### src/mtpos_pkg.sv
// Constants and types for the multi-turn absolute position core.
// Assumes a single 10 MHz clock and an active-low power-on reset.
// What this block does
// The shaft angle is held as a 17-bit unsigned count from 0 to 131071 per turn.
// The turn count is held as a 16-bit unsigned value from 0 to 65535.
// In normal state both angle and turn count are computed and link traffic is served.
// After main power returns the link need not answer until 550 ms have passed.
// In battery backup state the turn count keeps being updated.
// In battery backup state nothing is sent or taken on the link.
// With neither supply good all operation halts and the turn count error flag is set.
// The error flag lasts until the controller clears it and is reported in replies until then.
// The link is one controller to one device, half duplex, one driver at a time.
// A reply is sent only in answer to a command from the controller.
// Angle and turn count stay correct up to 6000 turns per minute.
// The turn count steps up on a forward wrap, down on a backward wrap, modulo 65536.
// The state is chosen from main-good and battery-good inputs, main first.
package mtpos_pkg;
   // ==========================================================
   // Widths
   localparam int ANGLE_W = 17;
   localparam int TURN_W = 16;
   localparam logic [16:0] ANGLE_MAX = 17'h1ffff;
   localparam logic [15:0] TURN_MAX = 16'hffff;
   // ==========================================================
   // Timing
   localparam longint CLK_HZ = 10_000_000;
   localparam longint STARTUP_MS = 550;
   // Longest wait, rounded down to whole cycles
   localparam longint STARTUP_CYCLES = (STARTUP_MS * CLK_HZ) / 1000;
   localparam int STARTUP_W = 23;
   localparam longint MAX_RPM = 6000;
   // Counts moved per clock at top speed; must stay below a quarter turn
   localparam longint MAX_STEP = ((MAX_RPM << ANGLE_W) + 60 * CLK_HZ - 1) / (60 * CLK_HZ);
   localparam int REPLY_CYCLES = 8;
   localparam logic [3:0] REPLY_CNT = 4'h8;
   // ==========================================================
   // Reset values
   localparam logic [16:0] ANGLE_RST = 17'h00000;
   localparam logic [15:0] TURN_RST = 16'h0000;
   // ==========================================================
   // Operating states
   typedef enum logic [1:0] {
      MTPOS_NORMAL = 2'b00,
      MTPOS_BACKUP = 2'b01,
      MTPOS_HALT = 2'b10
   } mtpos_state_e;
endpackage

### src/mtpos_core.sv
// Position core: angle and turn keeping, supply states, error flag, reply gating.
// Assumes the reset comes from the always-on battery domain, supply-good pins are
// asynchronous, and the sensor and frame decoder run on clk_i.
`timescale 1ns/1ps
`default_nettype none
module mtpos_core #(
   parameter longint STARTUP_CYCLES = mtpos_pkg::STARTUP_CYCLES
) (
   // Clock and reset
   input wire logic clk_i,
   input wire logic rst_b_i,
   // Supply status pins
   input wire logic main_good_i,
   input wire logic bat_good_i,
   // Sensor angle sample
   input wire logic [16:0] angle_i,
   // Decoded command from the link receiver
   input wire logic cmd_valid_i,
   input wire logic cmd_clear_err_i,
   // Position and status
   output logic [16:0] angle_o,
   output logic [15:0] turns_o,
   output logic [1:0] state_o,
   output logic revolution_count_error_flag_o,
   output logic link_ready_o,
   // Reply to the link transmitter
   output logic reply_valid_o,
   output logic [16:0] reply_angle_o,
   output logic [15:0] reply_turns_o,
   output logic reply_error_o,
   output logic tx_en_o
);
   // Refuse a wait the counter cannot hold, or a top speed that hides wraps
   if (STARTUP_CYCLES < 1 ||
         STARTUP_CYCLES >= (64'h1 << mtpos_pkg::STARTUP_W)) begin : g_bad_wait
      $error("STARTUP_CYCLES out of range");
   end
   if (mtpos_pkg::MAX_STEP >= (64'h1 << (mtpos_pkg::ANGLE_W - 2))) begin : g_bad_speed
      $error("Top speed too fast for wrap detection");
   end

   localparam logic [22:0] STARTUP_LAST = 23'(STARTUP_CYCLES - 1);

   // ==========================================================
   // Supply pin synchronisers
   // Only the second stage is read by the logic
   logic [1:0] main_sync_q, main_sync_d;
   logic [1:0] bat_sync_q, bat_sync_d;
   always_comb begin
      main_sync_d = {main_sync_q[0], main_good_i};
      bat_sync_d = {bat_sync_q[0], bat_good_i};
   end
   always_ff @(posedge clk_i or negedge rst_b_i) begin
      if (!rst_b_i) begin
         main_sync_q <= 2'h0;
         bat_sync_q <= 2'h0;
      end else begin
         main_sync_q <= main_sync_d;
         bat_sync_q <= bat_sync_d;
      end
   end
   logic main_ok, bat_ok;
   assign main_ok = main_sync_q[1];
   assign bat_ok = bat_sync_q[1];

   // ==========================================================
   // Operating state
   mtpos_pkg::mtpos_state_e state_q, state_d;
   always_comb begin
      if (main_ok) begin
         state_d = mtpos_pkg::MTPOS_NORMAL;
      end else if (bat_ok) begin
         state_d = mtpos_pkg::MTPOS_BACKUP;
      end else begin
         state_d = mtpos_pkg::MTPOS_HALT;
      end
   end
   always_ff @(posedge clk_i or negedge rst_b_i) begin
      if (!rst_b_i) begin
         state_q <= mtpos_pkg::MTPOS_HALT;
      end else begin
         state_q <= state_d;
      end
   end
   logic is_normal;
   assign is_normal = (state_q == mtpos_pkg::MTPOS_NORMAL);

   // ==========================================================
   // Angle and turn tracking
   logic [16:0] angle_q, angle_d;
   logic [16:0] last_q, last_d;
   logic [15:0] turns_q, turns_d;
   logic wrap_up, wrap_dn, counting;
   always_comb begin
      // Top two bits going 11 -> 00 is a forward wrap, 00 -> 11 a backward one
      wrap_up = (last_q[16:15] == 2'h3) && (angle_i[16:15] == 2'h0);
      wrap_dn = (last_q[16:15] == 2'h0) && (angle_i[16:15] == 2'h3);
      counting = (state_q != mtpos_pkg::MTPOS_HALT);
      angle_d = angle_q;
      last_d = last_q;
      turns_d = turns_q;
      if (is_normal) begin
         angle_d = angle_i;
      end
      if (counting) begin
         last_d = angle_i;
         if (wrap_up) begin
            turns_d = turns_q + 16'h0001;
         end else if (wrap_dn) begin
            turns_d = turns_q - 16'h0001;
         end
      end
   end
   always_ff @(posedge clk_i or negedge rst_b_i) begin
      if (!rst_b_i) begin
         angle_q <= mtpos_pkg::ANGLE_RST;
         last_q <= mtpos_pkg::ANGLE_RST;
         turns_q <= mtpos_pkg::TURN_RST;
      end else begin
         angle_q <= angle_d;
         last_q <= last_d;
         turns_q <= turns_d;
      end
   end

   // ==========================================================
   // Start-up wait after main power returns
   logic [22:0] start_cnt_q, start_cnt_d;
   logic ready_q, ready_d;
   always_comb begin
      start_cnt_d = start_cnt_q;
      ready_d = ready_q;
      // The wait restarts on every entry into normal state
      if (!is_normal) begin
         start_cnt_d = 23'h000000;
         ready_d = 1'b0;
      end else if (!ready_q) begin
         if (start_cnt_q == STARTUP_LAST) begin
            ready_d = 1'b1;
         end else begin
            start_cnt_d = start_cnt_q + 23'h000001;
         end
      end
   end
   always_ff @(posedge clk_i or negedge rst_b_i) begin
      if (!rst_b_i) begin
         start_cnt_q <= 23'h000000;
         ready_q <= 1'b0;
      end else begin
         start_cnt_q <= start_cnt_d;
         ready_q <= ready_d;
      end
   end

   // ==========================================================
   // Error flag and reply
   logic err_q, err_d;
   logic accept;
   logic [3:0] tx_cnt_q, tx_cnt_d;
   logic tx_en_q, tx_en_d;
   logic rv_q, rv_d;
   logic [16:0] ra_q, ra_d;
   logic [15:0] rt_q, rt_d;
   logic re_q, re_d;
   always_comb begin
      // Commands are ignored while our own reply still holds the line
      accept = cmd_valid_i && is_normal && ready_q && !tx_en_q;
      err_d = err_q;
      if (accept && cmd_clear_err_i) begin
         err_d = 1'b0;
      end
      // Halt sets the flag even when a clear arrives in the same cycle
      if (state_q == mtpos_pkg::MTPOS_HALT) begin
         err_d = 1'b1;
      end
      rv_d = accept;
      ra_d = ra_q;
      rt_d = rt_q;
      re_d = re_q;
      if (accept) begin
         ra_d = angle_q;
         rt_d = turns_q;
         re_d = err_q;
      end
      tx_cnt_d = tx_cnt_q;
      tx_en_d = tx_en_q;
      if (!is_normal) begin
         tx_cnt_d = 4'h0;
         tx_en_d = 1'b0;
      end else if (accept) begin
         tx_cnt_d = mtpos_pkg::REPLY_CNT - 4'h1;
         tx_en_d = 1'b1;
      end else if (tx_en_q) begin
         if (tx_cnt_q == 4'h0) begin
            tx_en_d = 1'b0;
         end else begin
            tx_cnt_d = tx_cnt_q - 4'h1;
         end
      end
   end
   always_ff @(posedge clk_i or negedge rst_b_i) begin
      if (!rst_b_i) begin
         err_q <= 1'b0;
         tx_cnt_q <= 4'h0;
         tx_en_q <= 1'b0;
         rv_q <= 1'b0;
         ra_q <= mtpos_pkg::ANGLE_RST;
         rt_q <= mtpos_pkg::TURN_RST;
         re_q <= 1'b0;
      end else begin
         err_q <= err_d;
         tx_cnt_q <= tx_cnt_d;
         tx_en_q <= tx_en_d;
         rv_q <= rv_d;
         ra_q <= ra_d;
         rt_q <= rt_d;
         re_q <= re_d;
      end
   end

   assign angle_o = angle_q;
   assign turns_o = turns_q;
   assign state_o = state_q;
   assign revolution_count_error_flag_o = err_q;
   assign link_ready_o = ready_q;
   assign reply_valid_o = rv_q;
   assign reply_angle_o = ra_q;
   assign reply_turns_o = rt_q;
   assign reply_error_o = re_q;
   assign tx_en_o = tx_en_q;

   // ==========================================================
   // Assertions
   angle_hold_a: assert property (@(posedge clk_i) disable iff (!rst_b_i)
      !is_normal |=> $stable(angle_q))
      else $error("Angle moved outside normal state");
   turn_step_a: assert property (@(posedge clk_i) disable iff (!rst_b_i)
      counting && wrap_up |=> turns_q == $past(turns_q) + 16'h0001)
      else $error("Turn count missed a forward wrap");
   turn_back_a: assert property (@(posedge clk_i) disable iff (!rst_b_i)
      counting && wrap_dn |=> turns_q == $past(turns_q) - 16'h0001)
      else $error("Turn count missed a backward wrap");
   halt_freeze_a: assert property (@(posedge clk_i) disable iff (!rst_b_i)
      state_q == mtpos_pkg::MTPOS_HALT |=> $stable(turns_q) && err_q)
      else $error("Halt did not freeze count and set flag");
   err_keep_a: assert property (@(posedge clk_i) disable iff (!rst_b_i)
      err_q && !(accept && cmd_clear_err_i) |=> err_q)
      else $error("Error flag lost without a clear");
   err_report_a: assert property (@(posedge clk_i) disable iff (!rst_b_i)
      accept |=> reply_valid_o && reply_error_o == $past(err_q))
      else $error("Reply did not carry error flag");
   quiet_link_a: assert property (@(posedge clk_i) disable iff (!rst_b_i)
      $past(state_q) != mtpos_pkg::MTPOS_NORMAL |-> !tx_en_q)
      else $error("Line driven outside normal state");
   no_spont_a: assert property (@(posedge clk_i) disable iff (!rst_b_i)
      $rose(tx_en_q) |-> $past(accept))
      else $error("Reply without a command");
   startup_a: assert property (@(posedge clk_i) disable iff (!rst_b_i)
      !ready_q |-> !tx_en_q && !reply_valid_o)
      else $error("Reply before start-up wait ended");
   // Window ends on the eighth driven cycle; the line must drop on the next
   reply_len_a: assert property (@(posedge clk_i) disable iff (!rst_b_i)
      $rose(tx_en_q) && is_normal ##1 is_normal[*7] |-> tx_en_q ##1 !tx_en_q)
      else $error("Reply drive length wrong");
   main_first_a: assert property (@(posedge clk_i) disable iff (!rst_b_i)
      main_ok |=> is_normal)
      else $error("Main supply did not win");
   sync_backup_a: assert property (@(posedge clk_i) disable iff (!rst_b_i)
      !main_ok && bat_ok |=> state_q == mtpos_pkg::MTPOS_BACKUP)
      else $error("Battery state not entered");
   // Tracking and snapshot
   angle_track_a: assert property (@(posedge clk_i) disable iff (!rst_b_i)
      is_normal |=> angle_q == $past(angle_i))
      else $error("Angle did not follow the sensor");
   turn_keep_a: assert property (@(posedge clk_i) disable iff (!rst_b_i)
      counting && !wrap_up && !wrap_dn |=> $stable(turns_q))
      else $error("Turn count moved without a wrap");
   reply_snap_a: assert property (@(posedge clk_i) disable iff (!rst_b_i)
      accept |=> reply_angle_o == $past(angle_q) && reply_turns_o == $past(turns_q))
      else $error("Reply word is not the accepted position");
   // Flag clear, start-up wait and drive length
   err_clear_a: assert property (@(posedge clk_i) disable iff (!rst_b_i)
      accept && cmd_clear_err_i |=> !err_q)
      else $error("Error flag not cleared on request");
   ready_wait_a: assert property (@(posedge clk_i) disable iff (!rst_b_i)
      $rose(ready_q) |-> $past(is_normal) && $past(start_cnt_q) == STARTUP_LAST)
      else $error("Link ready before the wait ran out");
   tx_hold_a: assert property (@(posedge clk_i) disable iff (!rst_b_i)
      tx_en_q && tx_cnt_q != 4'h0 && is_normal |=> tx_en_q)
      else $error("Line released before the reply ended");

   // Main scenarios
   ready_c: cover property (@(posedge clk_i) disable iff (!rst_b_i) $rose(ready_q));
   clear_c: cover property (@(posedge clk_i) disable iff (!rst_b_i)
      accept && cmd_clear_err_i);
   reply_c: cover property (@(posedge clk_i) disable iff (!rst_b_i) accept);
   backup_wrap_c: cover property (@(posedge clk_i) disable iff (!rst_b_i)
      state_q == mtpos_pkg::MTPOS_BACKUP && wrap_up);
   err_report_c: cover property (@(posedge clk_i) disable iff (!rst_b_i)
      reply_valid_o && reply_error_o);
endmodule
`default_nettype wire

### config.mk
export PLATFORM = sky130hd
export DESIGN_NAME = mtpos_core
export DESIGN_NICKNAME = d
export VERILOG_FILES = /design/src/mtpos_pkg.sv /design/src/mtpos_core.sv
export SDC_FILE = /design/constraint.sdc
export NUM_CORES = 1
export LEC_CHECK = 0
export BUFFER_PORTS_ARGS = -buffer_cell sky130_fd_sc_hd__buf_4
export CAP_MARGIN = 10
export CORE_ASPECT_RATIO = 1.75
export CORE_MARGIN = 4
export CORE_UTILIZATION = 25
export CTS_BUF_LIST = sky130_fd_sc_hd__clkbuf_4 sky130_fd_sc_hd__clkbuf_8
export DETAILED_ROUTE_END_ITERATION = 8
export PLACE_DENSITY = 0.41
export SETUP_SLACK_MARGIN = 0.2
export SYNTH_ARGS = -nofsm -noshare
export SYNTH_HDL_FRONTEND = slang
export SYNTH_SLANG_ARGS = --single-unit
### constraint.sdc
create_clock -name clk_i -period 3.5 [get_ports clk_i]
set_input_delay 0.7 -clock clk_i [delete_from_list [all_inputs] [get_ports clk_i]]
set_output_delay 0.7 -clock clk_i [all_outputs]
set_load 0.01 [all_outputs]
==> metrics, run 1 <==
FF-to-FF path depth=10; RR Startpoint=last_q[15]$_DFFE_PN0N_; final hold vios=0; fin crit period=approximately 2600 ps; Pre-antenna DRT Iters=4; r2r setup slk=around 970 ps; CP startpoint kind=primary input; Worst Hold Class=in -> async; Tot GR Track Use=between 10% and 20%; core area=0.0197 mm²; register share of total power=roughly two fifths; Fin Setup TNS=0 ps; unrepaired setup endpoints after global routing=no; status=complete, no violations; layout net count=620; combinational share of power=a little under two fifths; row count=just under 70; Hold Buf Count CTS=0; die footprint=around 0.022 mm²; CTS tree=built; DRC=0; syn avg cell area=between 10 and 15 µm²; area delta synth->final=24.4%; total gr overflow=0; Arrival @ worst endpoint=between 2000 and 3000 ps; I/O Pins=96; drt via density=roughly 4.7; Post-CTS Setup Bufs=0; Port Buffers=95; via count=3893; FFs w/ async S/R, synth=100%; initial antenna violation count=0; first-pass GRT wire length=21700 µm; cell count after synthesis=485; Worst-Margin Slew=approximately 960 ps; Final WS setup=approximately 870 ps; required time of the critical path=~3800 ps; Post-synth EDFFs=0; Die W=roughly 110 µm; post-synthesis sequential area ratio=between 50% and 60%; GPL Wtd Cong=0.835; Max FO, Critical Path=15; vias in the first global route=a little over 4000; CTS buffer count=9; final setup fails=0; largest net degree at the start of global routing=60; remaining antenna violation count=0; layout cells sized above 1=27.9%; syn_nets=525; placed instance area=between 0.006 and 0.007 mm²; max frequency=~380 MHz; Tcrit/Tclk final=75.3%; final core occ=between 30% and 40%; PD cells=571 mW/mm²; leakage=roughly 3 nW; YS warnings=0; Fillers=2031; Area contributors post-synth=dfrtp_1, mux2_2, nand2_1; Cell Area, Synth=~0.005 mm²; die height=195 µm; Final Max Tran Viols=0; Design Area, Final=a little over 0.006 mm²; Clock Skew=roughly 18 ps; PostCTS Resize Cnt=0; CTS sink count=106; DPL Wire Length=between 9000 and 10000 µm; Setup WS pre-CTS=between 400 and 500 ps; Netlist cell types=47; Slew Limit Headroom=35.9%; clk_lat worst skew=around 380 ps; switching portion of total power=38.2%; Worst R2R End=turns_o[14]$_DFFE_PN0P_; clk root buf=clkbuf_8; sequential cell area=between 0.002 and 0.003 mm²; Pwr Total=approximately 0.0035 W; Int Power=~0.0022 W; Routed wire per std cell=between 15 and 20 µm; synthesis-stage register bit count=106; Max Root-Sink Buffers=2; max_cap viols=0; Setup crit end kind=flip-flop; post-synth top area share=a little over half; ys flop type=dfrtp_1; diode count=0; area leader, netlist=dfrtp_1; worst vdd ir=0.000502 V; switching power=between 0.001 and 0.0015 W; Starting Density=between 20% and 30%; Worst-path clk slew=120 ps; DR iter-0 viols=123; clock power share=21.3%; Post-Route WL=13200 µm; H-tree levels=3; crit path kind=in -> reg; Multi-input gate area=0.00221 mm²
==> power groups by stage <==
stage / clock, W / sequential [W] / combinational, W
after CTS: 0.000804 / 0.00150 / 0.00132
after global placement: 0 / 0.00151 / 0.00131
after floorplan: 0 / 0.00152 / 0.000812
final: 0.000755 / 0.00149 / 0.00130
after global routing: 0.000855 / 0.00152 / 0.00147
after detailed placement: 0 / 0.00152 / 0.00131
==> critical path, stage by stage <==
cell	delay, ps
buf_4	120
nor2_1	90
nand3_1	80
buf_4	210
ha_1	410
a21oi_2	200
o211ai_1	110
a221o_1	340
or3_1	340
a21oi_1	180
xor2_1	150
==> flip-flops by register name, summed over array words and instances, names as in the netlist <==
signal	cells
start_cnt_q	23
tx_en_o	1
reply_angle_o	17
main_sync_q	2
last_q	2
turns_o	16
angle_o	17
reply_error_o	1
reply_turns_o	16
link_ready_o	1
bat_sync_q	2
revolution_count_error_flag_o	1
reply_valid_o	1
state_o	2
tx_cnt_q	4
==> through the flow <==
stage          hold slack, ps  cells
6_report                  352    830
5_1_grt                   372    830
4_1_cts                   370    830
3_5_place_dp              337    814
3_3_place_gp              334    814
2_1_floorplan             331    485
==> final cells by class <==
cell class              count  area share (%)
well taps                 245            4.94
repair buffers            104            12.8
clock buffers               9            2.00
inverters                  12           0.726
clock inverters             7            1.15
flip-flops and latches    106            42.7
multi-input cells         347            35.7
==> cells in the mapped netlist, drive strengths merged (4+ instances only) <==
| cell type | count |
|---|---|
| a21oi | 20 |
| nor4 | 4 |
| and3 | 4 |
| nor3 | 13 |
| inv | 12 |
| clkbuf | 13 |
| nor2 | 41 |
| nand3 | 19 |
| dfrtp | 105 |
| a211oi | 4 |
| nand2 | 88 |
| mux2 | 36 |
| xor2 | 13 |
| xnor2 | 18 |
| o21ai | 24 |
| ha | 16 |
| buf | 7 |
| or3 | 5 |
| nand4 | 6 |
==> logic make-up (layout without fill, tap and decap cells) <==
| kind of cell | Yosys count | count (layout) | synth area share [%] |
|---|---|---|---|
| and+or+nand+nor | 193 | 193 | 17.2 |
| DFF | 106 | 106 | 53.2 |
| AOI/OAI and AO/OA | 68 | 68 | 8.57 |
| muxes | 38 | 38 | 8.52 |
| buffers and inverters | 32 | 132 | 2.68 |
| xor gates and xnor gates | 31 | 31 | 5.44 |
| adders and majority gates | 17 | 17 | 4.41 |
==> worst max-delay path by stage <==
stage,start,end,slack [ps],cells past startpoint
global route,angle_i[16],turns_o[15]$_DFFE_PN0P_,690,11
CTS,angle_i[16],turns_o[15]$_DFFE_PN0P_,870,11
detailed placement,angle_i[16],turns_o[15]$_DFFE_PN0P_,460,11
global placement,angle_i[16],turns_o[15]$_DFFE_PN0P_,470,11
finish,angle_i[16],turns_o[15]$_DFFE_PN0P_,870,11
floorplan,angle_i[16],turns_o[15]$_DFFE_PN0P_,420,10
==> metal layers <==
metal	up-vias	GRT usage, %	wire length, µm
met1	1928	13.7	4930
met3	24	2.21	506
met5	-	0	0
met4	0	5.66	441
met2	79	22.2	7320
li1	1862	-	-
==> cell usage in the layout, fill, tap and decap left out, drive strengths merged, types with 3 or more instances in the layout <==
master / netlist / layout
dfrtp: 105 / 105
buf: 7 / 104
nand2: 88 / 88
nor2: 41 / 41
mux2: 36 / 36
o21ai: 24 / 24
a21oi: 20 / 20
nand3: 19 / 19
xnor2: 18 / 18
ha: 16 / 16
inv: 12 / 14
nor3: 13 / 13
xor2: 13 / 13
clkbuf: 13 / 9
nand4: 6 / 6
or3: 5 / 5
nor4: 4 / 4
and3: 4 / 4
a211oi: 4 / 4
and4: 3 / 3
nand2b: 3 / 3
o211ai: 3 / 3
a41oi: 3 / 3
a21o: 3 / 3
clkinv: 0 / 3
(Power assumes the default switching activity.)
==> run 2: changes to the inputs <==
- PLACE_DENSITY: 0.41 -> 0.43
- clock period: 3.5 -> 2.3 ns (I/O delays scaled with it)
==> run 2 against run 1 <==
  * The run now ends with setup timing left
  * Total power grew 86%
  * Utilization up 3.8 points
  * Critical endpoint unchanged
  * Flip-flop and latch count is the same
  * Non-clock buffer count up 54
  * Wire length is 11% higher
  * Combinational power up 150%
==> metrics, run 2 (synthesis results as in run 1) <==
Starting Density=25.4% (unchanged); Tcrit/Tclk final=102%; first-pass GRT wire length=23100 µm (+6.3%); slowest CP cell=dfrtp_2; final setup fails=3 (+3); Clock Skew=18.2 ps (+0.512 ps); CTS tree=built; failing checks=setup timing; Slew Limit Headroom=63.4% (+27 points); DRC=0 (unchanged); PD cells=948 mW/mm² (+66%); die footprint=0.0224 mm² (unchanged); layout cells sized above 1=39.5% (+12 points); die height=195 µm (unchanged); Tot GR Track Use=13.3% (+1.0 points); drt via density=4.75 (+1.4%); GPL Wtd Cong=0.865 (+3.6%); DPL Wire Length=10600 µm (+8.4%); unrepaired setup endpoints after global routing=yes; CP startpoint kind=flip-flop; Multi-input gate area=0.00250 mm² (+13%); Worst R2R End=turns_o[15]$_DFFE_PN0P_; crit path kind=reg -> reg; leakage=3.29 nW (+11%); Die W=115 µm (unchanged); clk root buf=clkbuf_8; Final WS setup=-50.3 ps (-916 ps); Pre-antenna DRT Iters=4 (unchanged); total gr overflow=0 (unchanged); crit path buf inv count=1 (-1); status=finished, violations left; Max FO, Critical Path=5 (-10); vias in the first global route=4300 (+3.8%); met3 usage=2.55% (+0.34 points); DR iter-0 viols=126 (+2.4%); H-tree levels=3 (unchanged); r2r setup slk=-50 ps (-1020 ps); I/O Pins=96 (unchanged); most common cell after layout, fill and taps aside=buf_4; CTS buffer count=9 (unchanged); diode count=0 (unchanged); Hold Buf Count CTS=0 (unchanged); busiest grt layer=met2; Setup crit end kind=flip-flop; Max Root-Sink Buffers=2 (unchanged); Final Max Tran Viols=0 (unchanged); Port Buffers=95 (unchanged); worst stage delay on the critical path=430 ps (+20 ps); layout net count=675 (+8.9%); Arrival @ worst endpoint=2680 ps (-260 ps); remaining antenna violation count=0 (unchanged); clk_lat worst skew=390 ps (about the same); commonest cells after routing, fill and taps aside=buf_4, dfrtp_1, nand2_1; row count=68 (unchanged); RR Startpoint=last_q[16]$_DFFE_PN0N_; initial antenna violation count=0 (unchanged); Worst Hold Class=in -> async; via count=4198 (+7.8%); area delta synth->final=39.5%; final hold vios=0 (unchanged); worst vdd ir=0.000502 V (+0.14%); required time of the critical path=2630 ps (-1180 ps); placed cell count=851 (+4.5%); Post-Route WL=14600 µm (+11%); Worst-Margin Slew=549 ps (-412 ps); Fillers=2018 (-0.64%); core area=0.0197 mm² (unchanged); largest net degree at the start of global routing=43 (-28%); Routed wire per std cell=16.5 µm (+4.0%); sequential cell area=0.00266 mm² (about the same); Largest Register=start_cnt_q; CTS sink count=106 (unchanged); max FFs per register=23 (unchanged); crit path cell chain=nand3_4, buf_6, ha_4, a211oi_4, o211ai_1, a221o_1, or3_1, a21oi_2, xor2_1; met1 usage=14.1% (+0.33 points); met2 track utilization from global routing=24.3% (+2.1 points); hold_ws=19.5 ps (-333 ps); FF-to-FF path depth=9 (-1); fin crit period=~2400 ps; max_cap viols=0 (unchanged); max frequency=425 MHz; non-filler cells, final=883 (+6.4%); CP delay by family, top=compound AO/OA/AOI/OAI gates; Worst-path clk slew=110 ps (about the same)
run 2: changes by cell type in the layout (fill, tap and decap cells not counted), sizes merged:
cell / before / now
buf: 104 / 158
clkbuf: 9 / 11
clkinv: 3 / 2
clkinvlp: 2 / 0
inv: 14 / 13
nand3: 19 / 20
run 2: how the worst max path moves through the flow:
stage,endpoint,depth (start not counted),slack (ps),from
final,turns_o[15]$_DFFE_PN0P_,9,-50,last_q[16]$_DFFE_PN0N_
after CTS,turns_o[15]$_DFFE_PN0P_,9,-30,last_q[15]$_DFFE_PN0N_
after floorplan,turns_o[15]$_DFFE_PN0P_,10,-100,angle_i[16]
after global placement,turns_o[15]$_DFFE_PN0P_,11,-380,angle_i[16]
after global routing,turns_o[15]$_DFFE_PN0P_,8,-160,last_q[16]$_DFFE_PN0N_
after detailed placement,turns_o[15]$_DFFE_PN0P_,11,-390,angle_i[16]
run 2: layer usage:
| layer | routed length (µm) | share of wire, % |
|---|---|---|
| met1 | 5110 | 35 |
| met2 | 8270 | 57 |
| met3 | 585 | 4.0 |
| met4 | 625 | 4.3 |
| met5 | 0 | 0 |
run 2: cell type report:
| class | instances | share of cell area (%) |
|---|---|---|
| inverter | 12 | 0.719 |
| tap | 245 | 4.40 |
| sequential | 106 | 38.2 |
| timing repair buffer | 158 | 18.4 |
| clock inverter | 3 | 0.377 |
| multi-input combinational | 348 | 35.9 |
| clock buffer | 11 | 2.00 |
run 2: power breakdown:
group          internal, W  leakage (nW)  total, W  switching, W
logic              0.00168          1.81   0.00324       0.00157
registers          0.00204          1.40   0.00228      0.000238
clock network     0.000415        0.0867   0.00107      0.000654
run 2: worst register-to-register path, cell delays in order, from the launching register on:
cell	delay, ps
dfrtp_2	430
nand3_4	170
buf_6	170
ha_4	240
a211oi_4	210
o211ai_1	120
a221o_1	330
or3_1	330
a21oi_2	130
xor2_1	150
run 2: repair_timing:
item / 4_1_cts / 5_1_grt
setup buffers: 8 / 9
hold endpoints to repair: 0 / 0
pin swaps: 9 / 18
gates cloned: 1 / 0
resized for setup: 27 / 26
endpoints found under the setup margin: 11 / 12
run 2: per-stage QoR:
stage / setup TNS [ps] / cell area, µm² / util, % / worst slack, ps / total power, W
floorplan: -100 / 5080 / - / -100 / 0.00366
detailed placement: -2570 / 6430 / 32.7 / -394 / 0.00490
global placement: -2260 / 6430 / 32.7 / -376 / 0.00488
finish: -79.1 / 6960 / 35.4 / -50.3 / 0.00660
CTS: -34.5 / 6770 / 34.4 / -34.5 / 0.00629
global route: -602 / 6960 / 35.4 / -160 / 0.00704
